**config.mk**
```make
export PLATFORM = sky130hd
export DESIGN_NAME = sdbpc_ctrl
export DESIGN_NICKNAME = d
export VERILOG_FILES = /design/src/sdbpc_pkg.sv /design/src/sdbpc_bank_if.sv /design/src/sdbpc_bank.sv /design/src/sdbpc_ctrl.sv
export SDC_FILE = /design/constraint.sdc
export NUM_CORES = 1
export LEC_CHECK = 0
export BUFFER_PORTS_ARGS = -buffer_cell sky130_fd_sc_hd__buf_4
export CAP_MARGIN = 40
export CORE_MARGIN = 1
export CORE_UTILIZATION = 29
export DETAILED_ROUTE_END_ITERATION = 7
export RECOVER_POWER = 100
export SYNTH_ARGS = -nofsm -noshare
export SYNTH_HDL_FRONTEND = slang
export SYNTH_SLANG_ARGS = --single-unit
```
**constraint.sdc**
```tcl
create_clock -name CLK -period 3.2 [get_ports CLK]
set_clock_uncertainty 0.2 [all_clocks]
set_input_delay 0.48 -clock CLK [delete_from_list [all_inputs] [get_ports CLK]]
set_output_delay 0.48 -clock CLK [all_outputs]
set_load 0.02 [all_outputs]
```
**src/sdbpc_pkg.sv**
```systemverilog
// package: constants and state types for the bank close controller
`default_nettype none
package sdbpc_pkg;
	localparam int NUM_BANKS = 8;
	localparam int CA_W = 10;
	localparam int CNT_W = 5;
	// command field positions: all-bank and bank on the rising-edge word, auto-close on the falling-edge word
	localparam int ALL_BANK_POS = 4;
	localparam int BANK_LO_POS = 7;
	localparam int AUTO_CLOSE_POS = 0;
	// command codes, low bits of the rising-edge word
	localparam logic [3:0] CMD_PRE = 4'hB;
	localparam logic [2:0] CMD_READ = 3'h5;
	localparam logic [2:0] CMD_WRITE = 3'h1;
	localparam logic [1:0] CMD_ACT = 2'h2;
	// write-close starts this many cycles after the last data
	localparam logic [CNT_W-1:0] WR_CLOSE_GAP = 5'h02;
	// one prefetch group takes two clocks of double-rate data
	localparam logic [CNT_W-1:0] GROUP_CLKS = 5'h02;
	localparam logic [CNT_W-1:0] CNT_RESET = 5'h00;
	localparam logic [7:0] BANKS_RESET = 8'h00;
	// half the burst length from the 2-bit burst code 0:4 1:8 2,3:16
	function automatic logic [CNT_W-1:0] half_burst(input logic [1:0] code);
		unique case (code)
			2'h0: half_burst = 5'h02;
			2'h1: half_burst = 5'h04;
			default: half_burst = 5'h08;
		endcase
	endfunction
	typedef struct packed {
		logic open;
		logic armed;
		logic [CNT_W-1:0] cnt;
		logic close_start;
	} sdbpc_bank_t;
endpackage
`default_nettype wire

```
**src/sdbpc_bank_if.sv**
```systemverilog
// interface: per-bank command and status between decoder and bank unit
`timescale 1ns/100ps
`default_nettype none
interface sdbpc_bank_if;
	logic close_now;
	logic activate;
	logic ap_arm;
	logic [4:0] ap_delay;
	logic open;
	logic close_start;
	modport ctrl (output close_now, activate, ap_arm, ap_delay,
		input open, close_start);
	modport bank (input close_now, activate, ap_arm, ap_delay,
		output open, close_start);
endinterface
`default_nettype wire

```
**src/sdbpc_bank.sv**
```systemverilog
// module: one bank's open state and auto-close countdown
`timescale 1ns/100ps
`default_nettype none
module sdbpc_bank (
	// clock and reset
	input wire logic clk,
	input wire logic reset,
	// command side
	sdbpc_bank_if.bank bif
);
	sdbpc_pkg::sdbpc_bank_t st_reg, st_next;

	// next state: explicit close, countdown, activation
	always_comb begin
		st_next = st_reg;
		st_next.close_start = 1'b0;
		if (bif.close_now) begin
			st_next.open = 1'b0;
			st_next.armed = 1'b0;
			st_next.close_start = st_reg.open;
		end else if (bif.ap_arm) begin
			st_next.armed = 1'b1;
			st_next.cnt = bif.ap_delay;
		end else if (st_reg.armed) begin
			if (st_reg.cnt <= 5'h01) begin
				st_next.armed = 1'b0; // countdown done: start closing
				st_next.open = 1'b0;
				st_next.close_start = 1'b1;
			end else begin
				st_next.cnt = st_reg.cnt - 5'h01;
			end
		end else if (bif.activate) begin
			st_next.open = 1'b1;
		end
	end

	// state register
	always_ff @(posedge clk) begin
		if (reset) begin
			st_reg <= '0;
		end else begin
			st_reg <= st_next;
		end
	end

	assign bif.open = st_reg.open;
	assign bif.close_start = st_reg.close_start;
endmodule
`default_nettype wire

```
**src/sdbpc_ctrl.sv**
```systemverilog
// module: command decoder for bank close, auto-close and array write groups
// Function
// - Precharge is chip select low with CA3..CA0 pattern high-low-high-high.
// - All-bank flag on CA4 at rising edge closes every bank.
// - Flag low: CA9..CA7 select the single bank to close.
// - Array write begins only after a full four-word group is latched.
// - Auto-close flag sampled on CA0 falling edge; low leaves bank open.
// - Auto-close flag high closes the bank at earliest permitted point.
// - Read auto-close starts at max of half burst, half burst-2+RTP clocks.
// - Write auto-close starts two clocks after the write burst completes.
`timescale 1ns/100ps
`default_nettype none
module sdbpc_ctrl (
	// clock and reset
	input wire logic CLK,
	input wire logic RESET,
	// command pins, rising and falling edge captures
	input wire logic CS_N,
	input wire logic [9:0] CA_RISE,
	input wire logic [9:0] CA_FALL,
	// configuration
	input wire logic [1:0] BURST_LEN_CODE,
	input wire logic [4:0] WRITE_LATENCY,
	input wire logic [4:0] RTP_CLKS,
	// status
	output logic [7:0] BANK_OPEN,
	output logic [7:0] BANK_CLOSE_START,
	output logic ARRAY_WRITE,
	output logic [2:0] ARRAY_WRITE_BANK
);
	typedef struct packed {
		logic cs1_n;
		logic cs2_n;
		logic [9:0] car1;
		logic [9:0] car2;
		logic [9:0] caf1;
		logic [9:0] caf2;
		logic [7:0] open;
		logic [7:0] close_start;
		logic wr_busy;
		logic [4:0] wr_cnt;
		logic [3:0] wr_groups;
		logic [2:0] wr_bank;
		logic aw;
		logic [2:0] aw_bank;
	} sdbpc_state_t;

	sdbpc_state_t st_reg, st_next;
	sdbpc_bank_if bif [sdbpc_pkg::NUM_BANKS] ();
	logic [7:0] bank_open;
	logic [7:0] bank_close;
	logic is_pre, is_read, is_write, is_act, all_flag, ap_flag;
	logic [2:0] bank_sel;
	logic [4:0] bl2, rd_dly, wr_dly;

	////////////////////////////////////////////////////////////////
	// command decode on the second synchroniser stage
	always_comb begin
		is_pre = !st_reg.cs2_n && (st_reg.car2[3:0] == sdbpc_pkg::CMD_PRE);
		is_read = !st_reg.cs2_n && (st_reg.car2[2:0] == sdbpc_pkg::CMD_READ);
		is_write = !st_reg.cs2_n
			&& (st_reg.car2[2:0] == sdbpc_pkg::CMD_WRITE);
		is_act = !st_reg.cs2_n && (st_reg.car2[1:0] == sdbpc_pkg::CMD_ACT);
		all_flag = st_reg.car2[sdbpc_pkg::ALL_BANK_POS];
		bank_sel = st_reg.car2[sdbpc_pkg::BANK_LO_POS +: 3];
		ap_flag = st_reg.caf2[sdbpc_pkg::AUTO_CLOSE_POS];
		bl2 = sdbpc_pkg::half_burst(BURST_LEN_CODE);
		// read close point: later of half burst and half burst-2+RTP
		rd_dly = (RTP_CLKS > 5'h02) ? 5'(bl2 + RTP_CLKS - 5'h02) : bl2;
		// write close point: two clocks after the last data clock
		wr_dly = 5'(WRITE_LATENCY + bl2 + sdbpc_pkg::WR_CLOSE_GAP);
	end

	////////////////////////////////////////////////////////////////
	// per-bank units and their command fan-out
	genvar g;
	generate
		for (g = 0; g < sdbpc_pkg::NUM_BANKS; g++) begin : gen_bank
			logic hit;
			assign hit = (bank_sel == 3'(g));
			// all-bank overrides the select bits
			assign bif[g].close_now = is_pre && (all_flag || hit);
			assign bif[g].activate = is_act && hit;
			// flag high arms the auto-close, low leaves the bank open
			assign bif[g].ap_arm = (is_read || is_write) && hit && ap_flag;
			assign bif[g].ap_delay = is_read ? rd_dly : wr_dly;
			assign bank_open[g] = bif[g].open;
			assign bank_close[g] = bif[g].close_start;
			sdbpc_bank u_sdbpc_bank (
				.clk(CLK),
				.reset(RESET),
				.bif(bif[g])
			);
		end
	endgenerate

	////////////////////////////////////////////////////////////////
	// synchronisers, status capture and array write groups
	always_comb begin
		st_next = st_reg;
		st_next.cs1_n = CS_N;
		st_next.cs2_n = st_reg.cs1_n;
		st_next.car1 = CA_RISE;
		st_next.car2 = st_reg.car1;
		st_next.caf1 = CA_FALL;
		st_next.caf2 = st_reg.caf1;
		st_next.open = bank_open;
		st_next.close_start = bank_close;
		st_next.aw = 1'b0;
		if (is_write) begin
			// first group is whole two clocks after write latency
			st_next.wr_busy = 1'b1;
			st_next.wr_cnt = 5'(WRITE_LATENCY + sdbpc_pkg::GROUP_CLKS);
			st_next.wr_groups = 4'(bl2 >> 1);
			st_next.wr_bank = bank_sel;
		end else if (st_reg.wr_busy) begin
			if (st_reg.wr_cnt <= 5'h01) begin
				st_next.aw = 1'b1; // group latched, commit to array
				st_next.aw_bank = st_reg.wr_bank;
				st_next.wr_cnt = sdbpc_pkg::GROUP_CLKS;
				st_next.wr_groups = st_reg.wr_groups - 4'h1;
				st_next.wr_busy = (st_reg.wr_groups > 4'h1);
			end else begin
				st_next.wr_cnt = st_reg.wr_cnt - 5'h01;
			end
		end
	end

	// state register
	always_ff @(posedge CLK) begin
		if (RESET) begin
			st_reg <= '0;
			st_reg.cs1_n <= 1'b1;
			st_reg.cs2_n <= 1'b1;
		end else begin
			st_reg <= st_next;
		end
	end

	assign BANK_OPEN = st_reg.open;
	assign BANK_CLOSE_START = st_reg.close_start;
	assign ARRAY_WRITE = st_reg.aw;
	assign ARRAY_WRITE_BANK = st_reg.aw_bank;
endmodule
`default_nettype wire

```
== After elaboration in Yosys (flattened, before gate mapping) ==
Cells that the tools add are included.

* Add/sub/neg operators: 15
* Magnitude comparators: 11
* Eq/ne operators: 28
* Mux-type cells: 81
* Bitwise logic cells: 18
* Reduce and logical (&&, ||, !) cells: 93

{| class="wikitable"
|+ Operators with widths
! operator !! number
|-
| $mux 7 || 8
|-
| $mux 5 || 11
|-
| $reduce_and 3->1 || 17
|-
| $mux 6 || 8
|-
| $le 5x1->1 const B || 9
|-
| $sub 5x1->5 const B || 9
|-
| $mux 1 || 41
|-
| $logic_and 1x1->1 || 36
|-
| $reduce_bool 2->1 || 18
|-
| $ne 2x2->1 const B || 16
|-
| $mux 10 || 2
|-
| $not 1->1 || 18
|-
| $mux 2 || 8
|-
| $reduce_or 2->1 || 8
|-
| $eq 3x3->1 const B || 5
|-
| $add 5x2->5 const B || 2
|-
| $add 5x5->5 || 2
|-
| $logic_or 1x1->1 || 9
|-
| $mux 4 || 2
|-
| $pmux 4 s2 || 1
|-
| $eq 3x1->1 const B || 2
|-
| $eq 3x2->1 const B || 2
|-
| $gt 5x2->1 const B || 1
|-
| $sub 5x2->5 const B || 1
|-
| other kinds (10) || 10
|}

* Register bits: 121
* Bits of input ports: 35
* Output and inout bits: 20
* Word-level logic and storage cells: 292

== Logic depth before layout (Yosys ltp) ==
* Depth in word-level cells: 7
* Gate-level depth with buffers: 10
* Depth with buffers taken out: 10

== By module ==
A second synthesis with hierarchy kept.

* Cell total of the unflattened synthesis: 728
* Area, all modules: 6,298.5 um^2

{| class="wikitable"
|+ By module, submodules not included
! module !! instances !! cells an instance !! area each (um^2) !! sequential area each (um^2)
|-
| sdbpc_bank || 8 || 56 || 464.2 || 160.2
|-
| sdbpc_ctrl || 1 || 280 || 2,585.0 || 1,061.0
|}

== Worst setup path before layout ==
Ideal clock, no wire load.

* Path kind: input port to flip-flop
* Start point: in BURST_LEN_CODE[1]
* End point: reg gen_bank[7].u_sdbpc_bank.st_reg[5] in the netlist's numbering
* Library setup time: 0.091 ns
* Data arrival time: 2.517 ns
* Data required time: 2.909 ns
* Slack: 0.392 ns
* Stages on the path: 10
* Path buffers: 0
* Path through: or2_2 -> ha_1 -> inv_1 -> ha_1 -> inv_1 -> fa_1 -> xor3_1 -> nor2_1 -> o21ai_0 -> a311oi_1

* Word-level cells in the longest chain between the ends: 7
* Elaborated cells on any way between the ends: 10
* Those cells by class: add/sub: 4; eq/ne: 1; mux: 4; reduce/logical: 1

{| class="wikitable"
|+ Ends and longest elaborated chain
! what !! line !! text
|-
| from (decl) || sdbpc_ctrl.sv:22 || <nowiki>input wire logic [1:0] BURST_LEN_CODE,</nowiki>
|-
| $eq 2x1->1 or $logic_not 2->1 (tied branches) || sdbpc_pkg.sv:24 || <nowiki>unique case (code)</nowiki>
|-
| $pmux 4 s2 (*) || sdbpc_pkg.sv:24 ||
|-
| $add 5x5->5 || sdbpc_ctrl.sv:69 || <nowiki>rd_dly = (RTP_CLKS > 5'h02) ? 5'(bl2 + RTP_CLKS - 5'h02) : bl2;</nowiki>
|-
| $sub 5x2->5 || sdbpc_ctrl.sv:69 ||
|-
| $mux 5 || sdbpc_ctrl.sv:69 ||
|-
| $mux 5 (*) || sdbpc_ctrl.sv:86 || <nowiki>assign bif[g].ap_delay = is_read ? rd_dly : wr_dly;</nowiki>
|-
| $mux 6 (*) || sdbpc_bank.sv:21 || <nowiki>end else if (bif.ap_arm) begin</nowiki>
|-
| to (signal assigned) || sdbpc_bank.sv:42 || <nowiki>st_reg <= st_next;</nowiki>
|-
| to (decl) || sdbpc_bank.sv:11 || <nowiki>sdbpc_pkg::sdbpc_bank_t st_reg, st_next;</nowiki>
|}

Every way passes the cells marked *; elsewhere a longest branch is shown, timed or not.
A chain may end at the register's enable or synchronous reset.

== Final worst setup path ==
* Start point: reg st_reg (netlist bit bank_sel[2])
* End point: reg gen_bank[4].u_sdbpc_bank.st_reg[5] in the netlist's numbering

* Word-level cells in the longest chain between the ends: 5
* Elaborated cells on any way between the ends: 10
* Those cells by class: eq/ne: 2; mux: 1; bitwise: 1; reduce/logical: 6

{| class="wikitable"
|+ Ends and longest elaborated chain
! what !! line !! text
|-
| from (decl) || sdbpc_ctrl.sv:48 || <nowiki>sdbpc_state_t st_reg, st_next;</nowiki>
|-
| from (signal assigned) || sdbpc_ctrl.sv:136 || <nowiki>st_reg <= st_next;</nowiki>
|-
| $eq 3x3->1 (*) || sdbpc_ctrl.sv:80 || <nowiki>assign hit = (bank_sel == 3'(g));</nowiki>
|-
| $logic_and 1x1->1 or $logic_or 1x1->1 (tied branches) || sdbpc_ctrl.sv:85, sdbpc_ctrl.sv:82 ||
|-
| $logic_and 1x1->1, on equally long branches || sdbpc_ctrl.sv:85, sdbpc_ctrl.sv:82 ||
|-
| $ne 2x2->1 (no source line), or another cell as far along || -- ||
|-
| $reduce_and 3->1 (no source line) || -- ||
|-
| to (signal assigned) || sdbpc_bank.sv:42 ||
|-
| to (decl) || sdbpc_bank.sv:11 ||
|}

Marks and branches as above.

==> out/metrics.cfg <==
[critical_path]
endpoint_kind = register
crit_type = reg -> reg
cp-start-kind = register
required_ns = 3.31
max_stage_delay_ns = 0.75
path_cells = nor3b_1 > o211ai_1 > a21o_1 > a311oi_1
cp_max_fo = 16
slowest_stage = dfxtp_1
cp.arrival_ns = 2.91

[route]
antenna_left = 0
drt_wl_total_um = 17200
wl_per_cell_um = 16.7
drt_iter0_markers = 436
dr.pass1.iters = 5
routed_via_density = 5.23
vias = 5409
drc = 0
met3WireLength_um = 736
wl_met2_um = 8210
dr.max_layer_used = met4
wl_met1_um = 7920

[power_and_ir_drop]
pwr_density_cell_nw_per_um2 = 486
ir_worst_vdd_mv = 0.345
leakage_nw = 2.75

[finish]
syn2layout_area_growth_pct = 13.9
largest_reg_flops = 48
final_nets = 803
final.fill_count = 2304
final_cells = 1035
drive_gt1_frac = 0.129
antenna_cells = 0

[logic_synthesis]
netlist.area_leader.share = 0.350
yosys.area.top_type = dfxtp_1
synth_area_leaders = dfxtp_1, a211oi_1, ha_1
synth-async-reset-ratio = 0
yosysMostFrequentCell = dfxtp_1
synth_fp_nets = 782
synth_seq_area_share = 0.350
ys_top_cells_by_count = dfxtp_1, a211oi_1, inv_1
synth_edf_count = 0
yosysUniqueCellTypes = 67
netlist_area_um2 = 6680
ys_seq_elements = 117
synthFlopType = dfxtp_1
avgSynthCellArea_um2 = 9.32
syn_inst = 717
synth_warnings = 0

[global_routing]
grt_max_degree = 58
antenna_found_initial = 0
grt_pass1_vias = 5407
grtUsageTotal = 0.152
globalRoute.totalOverflow = 0
grt_pass1_wl_um = 28500

[cts]
cts-root-buf = clkbuf_16
cts_num_sinks = 117
ctsHoldBuffers = 0
cts_buffers = 17
htree_num_levels = 4
ctsResizeCount = 0
worstSkewPairLatency_ns = 0.42
cts_buffer_depth = 2
cts.clk_slew.worst_paths_ns = 0.06
post_cts_buffers = 0
cts_tree = done

[placement]
dp_hpwl_um = 11400
placedCellCount = 1004
io_buffers = 43
gp_congestion = 0.829

[timing]
slew-limit-headroom = 0.121
tightest_slew_ns = 1.32
fin_crit_ns = 2.80
rsz0062_at_grt = no
fin_setup_tns_ns = 0
max_freq_mhz = 357
setup_violations = 0
hold_violations = 0
period_share = 0.876
slew_violations = 0

[floorplanning]
io_pins = 55
fp.dieH_um = 154
fp.dieW_um = 154
core_um2 = 22600
die_area_um2 = 23700
row_count = 55
start_util = 0.295

[hold_path]
hp-class = in -> reg

[flow_run]
max-cap-violations = 0

[outcome]
outcome = finished, final reports clean

==> stage by stage <==
stage | hold WS [ns] | cell area, µm² | util | setup slack, ns | power (mW)
after floorplan | 0.189 | 6680 | - | 0.392 | 1.63
after global placement | 0.200 | 7160 | 0.316 | 0.194 | 1.71
after detailed placement | 0.193 | 7160 | 0.316 | 0.152 | 1.71
after CTS | 0.0355 | 7790 | 0.344 | 0.595 | 3.75
after global routing | 0.0381 | 7610 | 0.336 | 0.251 | 3.82
final | 0.0489 | 7610 | 0.336 | 0.396 | 3.70
==> per-layer routing <==
layer,track usage,vias to the layer above
met5,0,-
met4,0.0638,0
met3,0.0296,35
met2,0.250,107
met1,0.194,2570
li1,-,2697
==> worst max-delay path, delay by kind of cell (launching register included) <==
family | cells | cell delay, ns
flops | 1 | 0.75
compound gates | 3 | 1.06
simple gates | 1 | 0.67
==> layout make-up <==
type / count / area, µm² / share of cell area
inverter: 41 / 154 / 0.0202
clock buffer: 22 / 474 / 0.0623
timing repair buffer: 57 / 337 / 0.0442
sequential: 117 / 2340 / 0.308
multi-input combinational: 504 / 3800 / 0.499
clock inverter: 9 / 150 / 0.0197
tap: 285 / 357 / 0.0468
==> kinds of logic (layout without fill, tap and decap cells) <==
kind of cell,after synthesis,after routing,share of synthesized area
and+or+nand+nor,234,234,0.217
AOI/OAI and AO/OA,196,196,0.241
DFF,117,117,0.350
buffers and inverters,96,129,0.0694
xor gates and xnor gates,32,32,0.0464
adders and majority gates,30,30,0.0584
muxes,12,12,0.0180
==> worst paths after layout <==
kind / from / endpoint / slack (ns) / cells after the start
worst max-delay path: bank_sel[2] / gen_bank[4].u_sdbpc_bank.st_reg[5] / 0.40 / 4
worst max register to register: bank_sel[2] / gen_bank[4].u_sdbpc_bank.st_reg[5] / 0.40 / 4
worst min-delay path: CS_N / st_next[73] / 0.05 / 2
worst min register to register: st_next[73] / st_reg[73] / 0.20 / 1
==> layout by cell type (no fill, tap or decap), types with 8 or more instances in the layout <==
| cell | synthesis | final |
|---|---|---|
| a21oi_1 | 16 | 16 |
| clkbuf_16 | 0 | 17 |
| nand3_1 | 31 | 31 |
| clkbuf_1 | 20 | 25 |
| o211ai_1 | 6 | 12 |
| nand2_1 | 34 | 34 |
| buf_4 | 26 | 32 |
| nand3b_1 | 8 | 8 |
| nand4_1 | 16 | 16 |
| dfxtp_1 | 117 | 117 |
| or3_1 | 10 | 10 |
| a311oi_1 | 21 | 22 |
| a211oi_1 | 69 | 71 |
| nor2_1 | 28 | 28 |
| nor3b_1 | 16 | 19 |
| inv_1 | 40 | 40 |
| xor2_1 | 28 | 28 |
| o21ba_2 | 8 | 8 |
| ha_1 | 28 | 28 |
| nor2b_1 | 34 | 34 |
| mux2i_1 | 12 | 12 |
| nor3_1 | 11 | 11 |
| o21ai_0 | 5 | 8 |
| o21a_1 | 8 | 8 |
==> report_power, final <==
| part | leakage [nW] | internal (mW) | switching, mW |
|---|---|---|---|
| Sequential | 0.947 | 1.47 | 0.0185 |
| Combinational | 1.50 | 0.0717 | 0.113 |
| Clock | 0.302 | 1.35 | 0.671 |
| Total | 2.75 | 2.90 | 0.802 |
(Power assumes the default switching activity.)
